### src/instr_timing_pkg.sv
// constants and types for the instruction length and cycle sequencer
package instr_timing_pkg;

    localparam int PC_W   = 16;
    localparam int BYTE_W = 8;
    localparam int LEN_W  = 2;
    localparam int CNT_W  = 4;

    localparam logic [CNT_W-1:0] CYC_MAX   = 4'h8;
    localparam logic [PC_W-1:0]  PC_STEP   = 16'h0001;
    localparam logic [PC_W-1:0]  DATA_POINTER_STEP = 16'h0001;
    localparam logic [LEN_W-1:0] LEN_ONE   = 2'h1;
    localparam logic [CNT_W-1:0] CNT_ONE   = 4'h1;

    localparam logic [BYTE_W-1:0] OP_LOAD_DATA_POINTER = 8'h90;
    localparam logic [BYTE_W-1:0] OP_INC_DATA_POINTER  = 8'ha3;

    typedef enum logic [1:0] {
        ST_OPCODE  = 2'b00,
        ST_OPERAND = 2'b01,
        ST_EXECUTE = 2'b10
    } phase_e;

    typedef struct packed {
        logic [LEN_W-1:0] len;
        logic [CNT_W-1:0] cyc;
        logic             cond;
        logic             rel;
        logic             xrd;
        logic             xwr;
        logic             xwide;
        logic             crd;
        logic             cpc;
    } dec_s;

    typedef struct packed {
        logic              start;
        logic              done;
        logic [BYTE_W-1:0] opcode;
        logic [BYTE_W-1:0] operand1;
        logic [BYTE_W-1:0] operand2;
        logic [LEN_W-1:0]  len;
        logic [CNT_W-1:0]  cycles;
    } instr_info_s;

    typedef struct packed {
        logic            xrd;
        logic            xwr;
        logic            to_flash;
        logic            code_rd;
        logic [PC_W-1:0] addr;
    } mem_req_s;

    typedef struct packed {
        phase_e            phase;
        logic [PC_W-1:0]   pc;
        logic [PC_W-1:0]   target;
        logic [PC_W-1:0]   data_pointer;
        logic              taken;
        logic [LEN_W-1:0]  bytes_left;
        logic [CNT_W-1:0]  cyc_left;
        dec_s              dec;
        instr_info_s       info;
        mem_req_s          mreq;
    } core_s;

    localparam core_s CORE_RESET = '0;

endpackage

### src/instr_cycle_seq.sv
// instruction length decode and clock-cycle sequencer of the core
`timescale 1ns/1ps
module instr_cycle_seq (
    input  wire logic                               core_clk,
    input  wire logic                               rst_n,
    input  wire logic                               clk_en,
    input  wire logic [instr_timing_pkg::BYTE_W-1:0] fetch_byte,
    input  wire logic                               branch_cond,
    input  wire logic                               jump_load,
    input  wire logic [instr_timing_pkg::PC_W-1:0]  jump_addr,
    input  wire logic [instr_timing_pkg::BYTE_W-1:0] acc_value,
    input  wire logic [instr_timing_pkg::BYTE_W-1:0] ptr_value,
    input  wire logic                               flash_wr_en,
    output logic [instr_timing_pkg::PC_W-1:0]       fetch_addr,
    output instr_timing_pkg::instr_info_s           info,
    output instr_timing_pkg::mem_req_s              mem_req
);
    import instr_timing_pkg::*;

    logic [1:0]        rst_sync_ff;
    logic              rst_core_n;
    core_s             st_ff;
    core_s             nxt_st;
    dec_s              dec_now;
    logic              fin;
    logic [CNT_W-1:0]  rem;
    logic [PC_W-1:0]   pc_adv;
    logic [PC_W-1:0]   rel_tgt;

    function automatic dec_s mk(input logic [LEN_W-1:0] len,
                                input logic [CNT_W-1:0] cyc,
                                input logic             cond);
        dec_s r;
        r       = '0;
        r.len   = len;
        r.cyc   = cyc;
        r.cond  = cond;
        r.rel   = cond;
        return r;
    endfunction

    // length and taken-path clock count from the opcode alone
    function automatic dec_s decode(input logic [BYTE_W-1:0] op);
        dec_s d;
        logic [3:0] hi;
        logic [3:0] lo;
        hi = op[7:4];
        lo = op[3:0];
        d  = mk(2'h1, 4'h1, 1'b0);
        if (lo[3]) begin
            case (hi)
                4'h7, 4'h8, 4'ha: d = mk(2'h2, 4'h2, 1'b0);
                4'hb:             d = mk(2'h3, 4'h4, 1'b1);
                4'hd:             d = mk(2'h2, 4'h3, 1'b1);
                default:          d = mk(2'h1, 4'h1, 1'b0);
            endcase
        end else if (lo[3:1] == 3'h3) begin
            case (hi)
                4'h7, 4'h8, 4'ha: d = mk(2'h2, 4'h2, 1'b0);
                4'hb:             d = mk(2'h3, 4'h5, 1'b1);
                default:          d = mk(2'h1, 4'h2, 1'b0);
            endcase
        end else if (lo == 4'h1) begin
            d = mk(2'h2, 4'h3, 1'b0);
        end else begin
            case (op)
                8'h10, 8'h20, 8'h30: d = mk(2'h3, 4'h4, 1'b1);
                8'h40, 8'h50, 8'h60, 8'h70: begin
                    d = mk(2'h2, 4'h3, 1'b1);
                end
                8'h80: begin
                    d     = mk(2'h2, 4'h3, 1'b0);
                    d.rel = 1'b1;
                end
                8'h90, 8'h75, 8'h85, 8'h43, 8'h53, 8'h63: begin
                    d = mk(2'h3, 4'h3, 1'b0);
                end
                8'h02, 8'h12: d = mk(2'h3, 4'h4, 1'b0);
                8'h22, 8'h32: d = mk(2'h1, 4'h5, 1'b0);
                8'h73:        d = mk(2'h1, 4'h3, 1'b0);
                8'h83, 8'h93: begin
                    d     = mk(2'h1, 4'h3, 1'b0);
                    d.crd = 1'b1;
                    d.cpc = ~op[4];
                end
                8'he0, 8'he2, 8'he3, 8'hf0, 8'hf2, 8'hf3: begin
                    d       = mk(2'h1, 4'h3, 1'b0);
                    d.xrd   = ~op[4];
                    d.xwr   = op[4];
                    d.xwide = ~op[1];
                end
                8'h84:        d = mk(2'h1, CYC_MAX, 1'b0);
                8'ha4:        d = mk(2'h1, 4'h4, 1'b0);
                8'hb4, 8'hb5, 8'hd5: d = mk(2'h3, 4'h4, 1'b1);
                8'h00, 8'h03, 8'h04, 8'h13, 8'h14, 8'h23, 8'h33,
                8'ha3, 8'ha5, 8'hb3, 8'hc3, 8'hc4, 8'hd3, 8'hd4,
                8'he4, 8'hf4: begin
                    d = mk(2'h1, 4'h1, 1'b0);
                end
                default: d = mk(2'h2, 4'h2, 1'b0);
            endcase
        end
        return d;
    endfunction

    always_ff @(posedge core_clk or negedge rst_n) begin
        if (!rst_n) begin
            rst_sync_ff <= 2'b00;
        end else begin
            rst_sync_ff <= {rst_sync_ff[0], 1'b1};
        end
    end

    assign rst_core_n = rst_sync_ff[1];

    always_comb begin
        dec_now = decode(fetch_byte);
        nxt_st  = st_ff;
        fin     = 1'b0;
        rem     = st_ff.cyc_left;
        pc_adv  = st_ff.pc + PC_STEP;
        // signed offset from the byte after the instruction
        rel_tgt = pc_adv + {{(PC_W-BYTE_W){fetch_byte[BYTE_W-1]}}, fetch_byte};
        if (clk_en) begin
            nxt_st.info.start = 1'b0;
            nxt_st.info.done  = 1'b0;
            nxt_st.mreq       = '0;
            case (st_ff.phase)
                ST_OPCODE: begin
                    nxt_st.pc            = pc_adv;
                    nxt_st.dec           = dec_now;
                    nxt_st.taken         = 1'b0;
                    nxt_st.info.start    = 1'b1;
                    nxt_st.info.opcode   = fetch_byte;
                    nxt_st.info.operand1 = '0;
                    nxt_st.info.operand2 = '0;
                    nxt_st.info.len      = dec_now.len;
                    nxt_st.info.cycles   = dec_now.cyc;
                    rem = dec_now.cyc - CNT_ONE;
                    nxt_st.bytes_left = dec_now.len - LEN_ONE;
                    if (dec_now.len != LEN_ONE) begin
                        nxt_st.phase = ST_OPERAND;
                    end else if (rem == '0) begin
                        fin = 1'b1;
                    end else begin
                        nxt_st.phase = ST_EXECUTE;
                    end
                end
                ST_OPERAND: begin
                    nxt_st.pc = pc_adv;
                    if (st_ff.bytes_left == st_ff.dec.len - LEN_ONE) begin
                        nxt_st.info.operand1 = fetch_byte;
                    end else begin
                        nxt_st.info.operand2 = fetch_byte;
                    end
                    nxt_st.bytes_left = st_ff.bytes_left - LEN_ONE;
                    rem = st_ff.cyc_left - CNT_ONE;
                    if (st_ff.bytes_left == LEN_ONE) begin
                        nxt_st.target = rel_tgt;
                        nxt_st.taken  = st_ff.dec.rel &
                                        (~st_ff.dec.cond | branch_cond);
                        if (st_ff.dec.cond && !branch_cond) begin
                            rem = rem - CNT_ONE;
                        end
                        if (rem == '0) begin
                            fin = 1'b1;
                        end else begin
                            nxt_st.phase = ST_EXECUTE;
                        end
                    end
                end
                ST_EXECUTE: begin
                    rem = st_ff.cyc_left - CNT_ONE;
                    if (rem == '0) begin
                        fin = 1'b1;
                    end
                end
                default: begin
                    nxt_st.phase = ST_OPCODE;
                end
            endcase
            nxt_st.cyc_left = rem;
            if (fin) begin
                nxt_st.phase     = ST_OPCODE;
                nxt_st.info.done = 1'b1;
                if (nxt_st.taken) begin
                    nxt_st.pc = nxt_st.target;
                end else if (jump_load) begin
                    nxt_st.pc = jump_addr;
                end
                if (nxt_st.info.opcode == OP_LOAD_DATA_POINTER) begin
                    nxt_st.data_pointer = {nxt_st.info.operand1,
                                   nxt_st.info.operand2};
                end else if (nxt_st.info.opcode == OP_INC_DATA_POINTER) begin
                    nxt_st.data_pointer = st_ff.data_pointer + DATA_POINTER_STEP;
                end
                // on-chip only: ram space, or program flash for writes when enabled
                nxt_st.mreq.xrd      = nxt_st.dec.xrd;
                nxt_st.mreq.xwr      = nxt_st.dec.xwr;
                nxt_st.mreq.to_flash = nxt_st.dec.xwr & flash_wr_en;
                nxt_st.mreq.code_rd  = nxt_st.dec.crd;
                if (nxt_st.dec.crd) begin
                    nxt_st.mreq.addr = (nxt_st.dec.cpc ? nxt_st.pc : st_ff.data_pointer)
                                       + {{(PC_W-BYTE_W){1'b0}}, acc_value};
                end else if (nxt_st.dec.xwide) begin
                    nxt_st.mreq.addr = st_ff.data_pointer;
                end else begin
                    nxt_st.mreq.addr = {{(PC_W-BYTE_W){1'b0}}, ptr_value};
                end
            end
        end
    end

    always_ff @(posedge core_clk or negedge rst_core_n) begin
        if (!rst_core_n) begin
            st_ff <= CORE_RESET;
        end else begin
            st_ff <= nxt_st;
        end
    end

    assign fetch_addr = st_ff.pc;
    assign info       = st_ff.info;
    assign mem_req    = st_ff.mreq;

endmodule

### config.mk
export PLATFORM = sky130hd
export DESIGN_NAME = instr_cycle_seq
export DESIGN_NICKNAME = d
export VERILOG_FILES = /design/src/instr_timing_pkg.sv /design/src/instr_cycle_seq.sv
export SDC_FILE = /design/constraint.sdc
export NUM_CORES = 1
export LEC_CHECK = 0
export BUFFER_PORTS_ARGS = -buffer_cell sky130_fd_sc_hd__buf_2
export CAP_MARGIN = 0
export CORE_ASPECT_RATIO = 0.6
export CORE_UTILIZATION = 45
export DETAILED_ROUTE_END_ITERATION = 16
export GPL_ROUTABILITY_DRIVEN = 1
export PLACE_DENSITY = 0.76
export SLEW_MARGIN = 20
export SYNTH_ARGS = -nofsm -noshare
export SYNTH_HDL_FRONTEND = slang
export SYNTH_SLANG_ARGS = --single-unit
### constraint.sdc
create_clock -name core_clk -period 4 [get_ports core_clk]
set_input_delay 1 -clock core_clk [delete_from_list [all_inputs] [get_ports core_clk]]
set_output_delay 1 -clock core_clk [all_outputs]
set_load 0.005 [all_outputs]
# After elaboration in Yosys (flattened, before gate mapping)
# Index checks and enable logic that the tools add are counted.
[classes]
n_eq_ne = 67
bitwise_logic = 6
muxes = 49
n_reduce_logical = 25
n_addsub = 10
[ops]
columns = ["operator", "n"]
rows = [
  ["equality test 8 bit, second input constant", 27],
  ["two-way mux 16 bit", 12],
  ["case mux 13 bit (12 select lines)", 1],
  ["equality test 8 x 7 -> 1 bit, second input constant", 9],
  ["equality test 8 x 6 -> 1 bit, second input constant", 6],
  ["two-way mux 13 bit", 3],
  ["case mux 13 bit (3 select lines)", 1],
  ["adder 16 x 1 -> 16 bit, second input constant", 2],
  ["equality test 8 x 5 -> 1 bit, second input constant", 4],
  ["two-way mux 8 bit", 4],
  ["case mux 16 bit (2 select lines)", 1],
  ["two-way mux 14 bit", 2],
  ["case mux 13 bit (2 select lines)", 1],
  ["two-way mux 20 bit", 1],
  ["two-way mux 4 bit", 5],
  ["two-way mux 18 bit", 1],
  ["OR reduction 6 bit", 3],
  ["adder 16 bit", 1],
  ["adder 16 x 8 -> 16 bit", 1],
  ["equality test 4 bit, second input constant", 4],
  ["equality test 8 x 2 -> 1 bit, second input constant", 2],
  ["OR reduction 16 bit", 1],
  ["logical NOT 4 bit", 3],
  ["case mux 4 bit (3 select lines)", 1],
  ["other kinds (35)", 61],
]
[totals]
register_bits = 120
elab_cells = 185
input_bits = 46

# Depth between registers and ports, before layout
# Gate-level depths: netlist (run 1).
[depth]
word_depth = 18
depth_mapped = 23
mapped_depth_nobuf = 23

# Worst setup path before layout (run 1)
# OpenSTA, ideal clock, no wires.
[synth_path]
kind = "register -> register"
from = "register st_ff[121] in the netlist's numbering"
to = "register st_ff, in the netlist mem_req[14]"
required_ns = 3.874
n_path_buf = 3
t_arrival_ns = 4.529
setup_time_ns = 0.126
slack_ns = -0.655
path_stages_with_launch = 22
cell_sequence = "dfrtp_1 -> inv_1 -> ha_1 -> buf_2 -> mux2_2 -> o32ai_1 -> clkbuf_1 -> clkbuf_1 -> a31oi_1 -> nand2_1 -> nand2_1 -> ha_1 -> fa_1 -> a21o_1 -> a21oi_1 -> nor2b_1 -> o21a_1 -> o41ai_1 -> nor4b_4 -> o2111ai_1 -> xor2_1 -> a221o_1"
[synth_via]
elab_chain_len = 11
elab_cells_between_ends = 21
[synth_rtl]
columns = ["item", "line", "source"]
rows = [
  ["start: declaration", "instr_cycle_seq.sv:22", "core_s st_ff;"],
  ["start signal: assignment", "instr_cycle_seq.sv:218", "st_ff <= nxt_st;"],
  ["equality test 2 x 1 -> 1 bit / logical NOT 2 bit (equally long branches)", "instr_cycle_seq.sv:128", "case (st_ff.phase)"],
  ["OR reduction 2 bit (no source line)", "--", ""],
  ["two-way mux 16 bit", "instr_cycle_seq.sv:128", ""],
  ["two-way mux 16 bit", "instr_cycle_seq.sv:188", "end else if (jump_load) begin"],
  ["two-way mux 16 bit", "instr_cycle_seq.sv:186", "if (nxt_st.taken) begin"],
  ["two-way mux 16 bit", "instr_cycle_seq.sv:183", "if (fin) begin"],
  ["two-way mux 16 bit", "instr_cycle_seq.sv:124", "if (clk_en) begin"],
  ["two-way mux 16 bit", "instr_cycle_seq.sv:203", "nxt_st.mreq.addr = (nxt_st.dec.cpc ? nxt_st.pc : st_ff.data_pointer)"],
  ["adder 16 x 8 -> 16 bit", "instr_cycle_seq.sv:204", "+ {{(PC_W-BYTE_W){1'b0}}, acc_value};"],
  ["two-way mux 16 bit", "instr_cycle_seq.sv:202", "if (nxt_st.dec.crd) begin"],
  ["two-way mux 20 bit *", "instr_cycle_seq.sv:183", ""],
]
# Mark *: on every way between the ends. The rest lies on a longest branch, timed or not. The select of a mux whose other input is x is not followed.
# A chain may end at the register's enable or synchronous reset.

# Worst setup path in the final report (run 1)
[layout_path]
from = "input fetch_byte[0] in the netlist's numbering"
to = "register st_ff, in the netlist mem_req[14]"
[layout_via]
elab_chain_len = 13
elab_cells_between_ends = 81
[layout_rtl]
columns = ["item", "line", "source"]
rows = [
  ["start: declaration", "instr_cycle_seq.sv:7", "input wire logic [instr_timing_pkg::BYTE_W-1:0] fetch_byte,"],
  ["equality test 8 x 2 -> 1 bit, or another cell as far along", "instr_cycle_seq.sv:66", "case (op)"],
  ["OR reduction 16 bit, or another cell as far along", "instr_cycle_seq.sv:66", ""],
  ["case mux 13 bit (12 select lines)", "instr_cycle_seq.sv:66", ""],
  ["two-way mux 13 bit", "instr_cycle_seq.sv:63", "end else if (lo == 4'h1) begin"],
  ["two-way mux 13 bit", "instr_cycle_seq.sv:57", "end else if (lo[3:1] == 3'h3) begin"],
  ["two-way mux 13 bit", "instr_cycle_seq.sv:50", "if (lo[3]) begin"],
  ["subtractor 4 x 1 -> 4 bit", "instr_cycle_seq.sv:139", "rem = dec_now.cyc - CNT_ONE;"],
  ["logical NOT 4 bit", "instr_cycle_seq.sv:143", "end else if (rem == '0) begin"],
  ["two-way mux 1 bit", "instr_cycle_seq.sv:143", ""],
  ["two-way mux 1 bit", "instr_cycle_seq.sv:141", "if (dec_now.len != LEN_ONE) begin"],
  ["case mux 1 bit (3 select lines)", "instr_cycle_seq.sv:128", ""],
  ["two-way mux 1 bit", "instr_cycle_seq.sv:124", ""],
  ["two-way mux 20 bit *", "instr_cycle_seq.sv:183", ""],
]
# Marked as above.

==> results.sh, run 1 <==
export IMPL_cellPowerDensity_nw_per_um2=670
export IMPL_dieArea_um2=23200
export IMPL_p_leak_uw=0.00641
export IMPL_clk_path_buf_depth=2
export IMPL_die_w_um=196
export IMPL_post_synth_top_count_cell="nand2_1"
export IMPL_start_kind="input pin"
export IMPL_p_clk_frac=0.160
export IMPL_slew_viol_final=0
export IMPL_outcome="finished with violations"
export IMPL_power_total_uw=9250
export IMPL_crit_slowest_cell="mux2_4"
export IMPL_routedWlPerCell_um=22.1
export IMPL_vdd_ir_drop_max_mv=0.495
export IMPL_ant_nets=0
export IMPL_tightest_slew_ns=0.894
export IMPL_synth_warnings=0
export IMPL_cts_buffers_inserted=17
export IMPL_p_int_uw=5070
export IMPL_crit_end="mem_req[14]"
export IMPL_fmax_mhz=242
export IMPL_syn2layout_area_growth_pct=36.0
export IMPL_p_sw_uw=4170
export IMPL_grt_max_degree=59
export IMPL_clkLatencyLatePin_ns=0.44
export IMPL_crit_chain="buf_8 > ha_4 > buf_4 > a211oi_4 > o21bai_2 > a21oi_2 > o21bai_1 > a21oi_1 > xor2_1 > o211ai_1 > mux2_4 > ha_4 > nor2_4 > nor2_4 > o41ai_4 > nor4b_4 > o2111ai_2 > xor2_1 > a221o_1"
export IMPL_cp_depth=19
export IMPL_setup_tns_ns=-1.00
export IMPL_drt_first_iter_violations=1597
export IMPL_boundaryPins=114
export IMPL_critical_path_class="input pin to flop"
export IMPL_gp_congestion=1.01
export IMPL_diodes=0
export IMPL_syn_nets=1359
export IMPL_drv_cap=0
export IMPL_via_per_inst=6.23
export IMPL_hold_violations=0
export IMPL_yosys_area_top_type="dfrtp_1"
export IMPL_yosys_area_top_type_share=0.296
export IMPL_crit_path_end_kind="flop"
export IMPL_period_minus_slack_ns=4.14
export IMPL_fin_worst_skew_ns=0.00862
export IMPL_io_buffers=113
export IMPL_dp_hpwl_um=28300
export IMPL_dieHeight_um=118
export IMPL_ys_types=88
export IMPL_setup_slack_ns=-0.137
export IMPL_yosysSeqAreaShare=0.296
export IMPL_fillerInstances=1814
export IMPL_critPathBufInv=2
export IMPL_required_ns=4.32
export IMPL_first_pass_iters=6
export IMPL_drc_errors=0
export IMPL_finalWirelength_um=40200
export IMPL_initial_core_util=0.460
export IMPL_yosys_most_used_dff="dfrtp_1"
export IMPL_synth_edf_count=0
export IMPL_nNetsFinal=1607
export IMPL_synth_area_per_cell_um2=7.97
export IMPL_dp_slack_ns=-0.752
export IMPL_synth_common_cells="nand2_1 (177), o21ai_0 (124), dfrtp_1 (120), nor2_1 (88), a21oi_1 (80)"
export IMPL_swShare=0.451
export IMPL_reg2regPathDepth=18
export IMPL_cts_htree_levels=4
export IMPL_startpoint="fetch_byte[0]"
export IMPL_grt_pass1_wl_um=59500
export IMPL_synth_seq_cells=120
export IMPL_finalInstanceArea_um2=13800
export IMPL_grt_overflow=0
export IMPL_period_share=1.03
export IMPL_postCtsHoldBufs=0
export IMPL_relSlewSlack=0.404
export IMPL_min_path_type="input pin to asynchronous set/reset pin"
export IMPL_r2r_slack_ns=-0.12
export IMPL_synthTopCellsByArea="dfrtp_1 (30%), nand2_1 (6.5%), o21ai_0 (6.1%)"
export IMPL_syn_inst=1275
export IMPL_utilization=0.626
export IMPL_postSynth_asyncResetShare=1.00
export IMPL_std_cell_rows=42
export IMPL_syn_cell_area_um2=10200
export IMPL_clock_sinks=120
export IMPL_combPwrFrac=0.627
export IMPL_num_vias=11300
export IMPL_worstReg2RegEnd="mem_req[14]"
export IMPL_dpl_cell_area_um2=12100
export IMPL_rr_startpoint="fetch_addr[0]"
export IMPL_p_seq_frac=0.213
export IMPL_grt_use_total=0.334
export IMPL_grt_pass1_vias=10400
export IMPL_critPathMaxStageDelay_ns=0.33
export IMPL_cts_clk_slew_worst_paths_ns=0.06
export IMPL_rsz0062_at_grt="true"
export IMPL_violations="negative setup slack"
export IMPL_worstPathArrival_ns=4.46
export IMPL_cts_tree="yes"
export IMPL_cts_root_buf="clkbuf_16"
export IMPL_core_area_um2=22100
export IMPL_setup_viol=18
export IMPL_antenna_found_initial=0
export IMPL_path_max_fanout=3
export IMPL_drive_gt1_frac=0.373
export IMPL_crit_family="compound AO/OA/AOI/OAI gates"
-- power groups by stage --
stage | Combinational, µW | Clock [µW] | Sequential [µW]
3_3_place_gp | 4550 | 0 | 1930
3_5_place_dp | 4660 | 0 | 1950
4_1_cts | 5020 | 1480 | 1950
5_1_grt | 6150 | 1550 | 2010
6_report | 5800 | 1480 | 1970
2_1_floorplan | 3060 | 0 | 1830
-- layout make-up --
| type | instances | area, µm² | share of cell area |
|---|---|---|---|
| multi-input cells | 970 | 6980 | 0.505 |
| flip-flops and latches | 120 | 3010 | 0.218 |
| repair buffers | 383 | 2810 | 0.203 |
| clock buffers | 19 | 433 | 0.0313 |
| well taps | 286 | 358 | 0.0259 |
| inverters | 31 | 119 | 0.00861 |
| clock inverters | 12 | 105 | 0.00761 |
-- layer usage --
metal  GRT usage  part of all wire  vias up
met5           0                 0        -
met4      0.0654             0.018        0
met3      0.0993              0.13       74
met2       0.454              0.41      775
met1       0.513              0.44     5455
li1            -                 -     5038
-- metrics by stage --
stage / instances / hold slack [ns]
after floorplan: 1275 / 0.331
after global placement: 1740 / 0.333
after detailed placement: 1740 / 0.336
after CTS: 1789 / 0.328
after global routing: 1821 / 0.325
final: 1821 / 0.335
-- flip-flops by register name (all words and copies together) (netlist names) --
name and cells:
mem_req 20, fetch_addr 16, st_ff 50, rst_sync_ff 2, info 32
-- cell families (layout without fill, tap and decap cells) --
kind of cell	after synthesis	count (layout)	synth area share
AOI/OAI and AO/OA	410	410	0.264
xor gates and xnor gates	57	57	0.0506
adders and majority gates	38	38	0.0483
buffers and inverters	185	445	0.0973
DFF	120	120	0.296
muxes	38	38	0.0393
other	1	1	0.000369
and+or+nand+nor	426	426	0.204
-- worst min path at each step --
stage	cells after the start	to	slack, ns	from
3_3_place_gp	0	rst_sync_ff[1]	0.33	rst_sync_ff[0]
3_5_place_dp	0	rst_sync_ff[1]	0.34	rst_sync_ff[0]
2_1_floorplan	0	rst_sync_ff[1]	0.33	rst_sync_ff[0]
6_report	1	rst_sync_ff[0]	0.34	rst_n
4_1_cts	1	rst_sync_ff[0]	0.33	rst_n
5_1_grt	1	rst_sync_ff[0]	0.33	rst_n
-- cell usage in the layout (no fill, tap or decap), types with 20 or more instances in the layout --
master     instances
a21oi_1           59
buf_2            109
buf_4            246
clkbuf_16         20
dfrtp_1          115
ha_1              21
inv_1             26
mux2i_1           20
nand2_1          172
nand3_1           30
nor2_1            76
o21ai_0          101
xnor2_1           28
-- what timing repair did --
item,CTS,global route
cloned,0,4
setup endpoints to repair,54,46
pin swaps,31,78
resized for setup,56,106
setup buffers,18,29
hold endpoints to repair,0,0
Power figures use the tool's default switching activity.
==> inputs of run 2 (changes only) <==
==> constraint.sdc (replaced) <==
create_clock -name core_clk -period 4 [get_ports core_clk]
set_input_delay 0.4 -clock core_clk [delete_from_list [all_inputs] [get_ports core_clk]]
set_output_delay 0.4 -clock core_clk [all_outputs]
set_load 0.005 [all_outputs]
==> run 2 against run 1 <==
Effect of this change: the run still ends with negative setup slack left; sequential share of layout area is 1.7 points higher; clock-buffer cell count grew 1; die area is the same; total power fell by 4.0%; routed wire length down 6.0%; global-route usage is 0.68 points lower; critical endpoint is now mem_req[13].
==> results.sh, run 2 (synthesis gave the netlist of run 1 again) <==
export IMPL_dpl_cell_area_um2=11700
export IMPL_period_minus_slack_ns=4.18
export IMPL_hold_start="flash_wr_en"
export IMPL_drv_cap=0
export IMPL_min_path_type="input pin to flop"
export IMPL_grt_pass1_wl_um=58600
export IMPL_std_cell_rows=42
export IMPL_worstReg2RegEnd="mem_req[13]"
export IMPL_core_area_um2=22100
export IMPL_layout_commonest_cell="buf_4"
export IMPL_cts_tree="yes"
export IMPL_first_pass_iters=6
export IMPL_crit_path_end_kind="flop"
export IMPL_top_register="st_ff"
export IMPL_hold_depth=2
export IMPL_cts_clk_slew_worst_paths_ns=0.06
export IMPL_antenna_found_initial=1
export IMPL_outcome="finished with violations"
export IMPL_cts_buffers_inserted=17
export IMPL_ant_nets=0
export IMPL_io_buffers=113
export IMPL_violations="negative setup slack"
export IMPL_cts_root_buf="clkbuf_16"
export IMPL_grt_overflow=0
export IMPL_drive_gt1_frac=0.308
export IMPL_drc_errors=0
export IMPL_dp_hpwl_um=27400
export IMPL_p_leak_uw=0.00596
export IMPL_utilization=0.582
export IMPL_initial_core_util=0.460
export IMPL_dieHeight_um=118
export IMPL_required_ns=4.32
export IMPL_num_vias=11000
export IMPL_hold_violations=0
export IMPL_slew_viol_final=0
export IMPL_tightest_slew_ns=1.05
export IMPL_via_per_inst=6.23
export IMPL_path_max_fanout=4
export IMPL_gp_congestion=0.984
export IMPL_boundaryPins=114
export IMPL_finalInstanceArea_um2=12800
export IMPL_rr_startpoint="fetch_addr[0]"
export IMPL_clkLatencyLatePin_ns=0.44
export IMPL_cellPowerDensity_nw_per_um2=692
export IMPL_r2r_slack_ns=-0.18
export IMPL_clk_path_buf_depth=2
export IMPL_dieArea_um2=23200
export IMPL_whs_endpoint="mem_req[17]"
export IMPL_reg2regPathDepth=19
export IMPL_fin_worst_skew_ns=0.0101
export IMPL_largest_reg_flops=50
export IMPL_drt_first_iter_violations=1573
export IMPL_relSlewSlack=0.297
export IMPL_finalWirelength_um=37800
export IMPL_clock_sinks=120
export IMPL_period_share=1.05
export IMPL_layout_common_cells="buf_4 (202), nand2_1 (175), dfrtp_1 (116)"
export IMPL_worstPathArrival_ns=4.51
export IMPL_routedWlPerCell_um=21.5
export IMPL_nNetsFinal=1546
export IMPL_rsz0062_at_grt="true"
export IMPL_setup_viol=6
export IMPL_grt_pass1_vias=10300
export IMPL_start_kind="flop"
export IMPL_syn2layout_area_growth_pct=26.4
export IMPL_setup_slack_ns=-0.183
export IMPL_grt_use_total=0.327
export IMPL_cts_htree_levels=4
export IMPL_grt_max_degree=65
export IMPL_vdd_ir_drop_max_mv=0.536
export IMPL_critical_path_class="flop to flop"
export IMPL_die_w_um=196
export IMPL_fmax_mhz=239
run 2: final cells by class:
cell class                      count  area [µm²]
Antenna cell                        1        2.50
Tap cell                          286         358
Timing Repair Buffer              322        2190
Fill cell                        1938        9240
Multi-Input combinational cell    970        6590
Clock inverter                     12         128
Inverter                           31         119
Sequential cell                   120        3010
Clock buffer                       20         437
run 2: through the flow:
stage	setup WS [ns]	cells	hold slack, ns	setup TNS, ns	power, µW
finish	-0.183	1762	0.213	-0.543	8880
global route	-0.306	1761	0.210	-1.67	9360
floorplan	-0.000313	1275	0.104	-0.000313	4780
global placement	-0.187	1700	0.186	-0.599	6370
CTS	-0.101	1754	0.203	-0.236	8390
detailed placement	-0.303	1700	0.188	-3.27	6460
run 2: what timing repair did:
| action | in CTS | in global routing |
|---|---|---|
| resized for setup | 49 | 36 |
| pin swaps | 33 | 40 |
| buffers inserted | 21 | 9 |
| setup endpoints to repair | 7 | 21 |
| endpoints found under the hold margin | 2 | 0 |
| hold buffers | 1 | 0 |
| gates cloned | 0 | 0 |
run 2: worst max-delay path by stage:
stage,from,end,cells after the start
after floorplan,st_ff[121],mem_req[14],21
after global placement,fetch_addr[0],mem_req[14],18
after detailed placement,fetch_addr[0],mem_req[14],18
after CTS,fetch_addr[1],mem_req[14],19
after global routing,fetch_addr[0],mem_req[13],19
final,fetch_addr[0],mem_req[13],19
run 2: worst max-delay path, stage by stage (launching register included):
cell      delay (ns)
dfrtp_1         0.41
ha_4            0.18
xor2_1          0.15
ha_2            0.33
o21ai_2         0.21
o21bai_2        0.11
a21oi_2         0.16
o21bai_1        0.10
a21oi_2         0.14
xor2_1          0.21
o211ai_1        0.20
mux2_4          0.33
ha_4            0.29
o21a_1          0.16
a21oi_2         0.08
a21oi_2         0.17
nand3b_1        0.14
and3b_2         0.30
xnor2_1         0.08
a221o_1         0.29
run 2: power breakdown:
group	internal, µW	switching [µW]	leakage [µW]	total, µW
clock network	913	614	0.000266	1530
logic	2430	2960	0.00413	5380
registers	1570	404	0.00156	1970
total	4910	3970	0.00596	8880
run 2: per-layer routing:
layer | vias to the layer above | global-route usage | part of all wire
met4 | 0 | 0.0913 | 0.017
met1 | 5253 | 0.500 | 0.46
li1 | 4917 | - | -
met5 | - | 0 | 0
met3 | 75 | 0.0839 | 0.12
met2 | 726 | 0.446 | 0.41
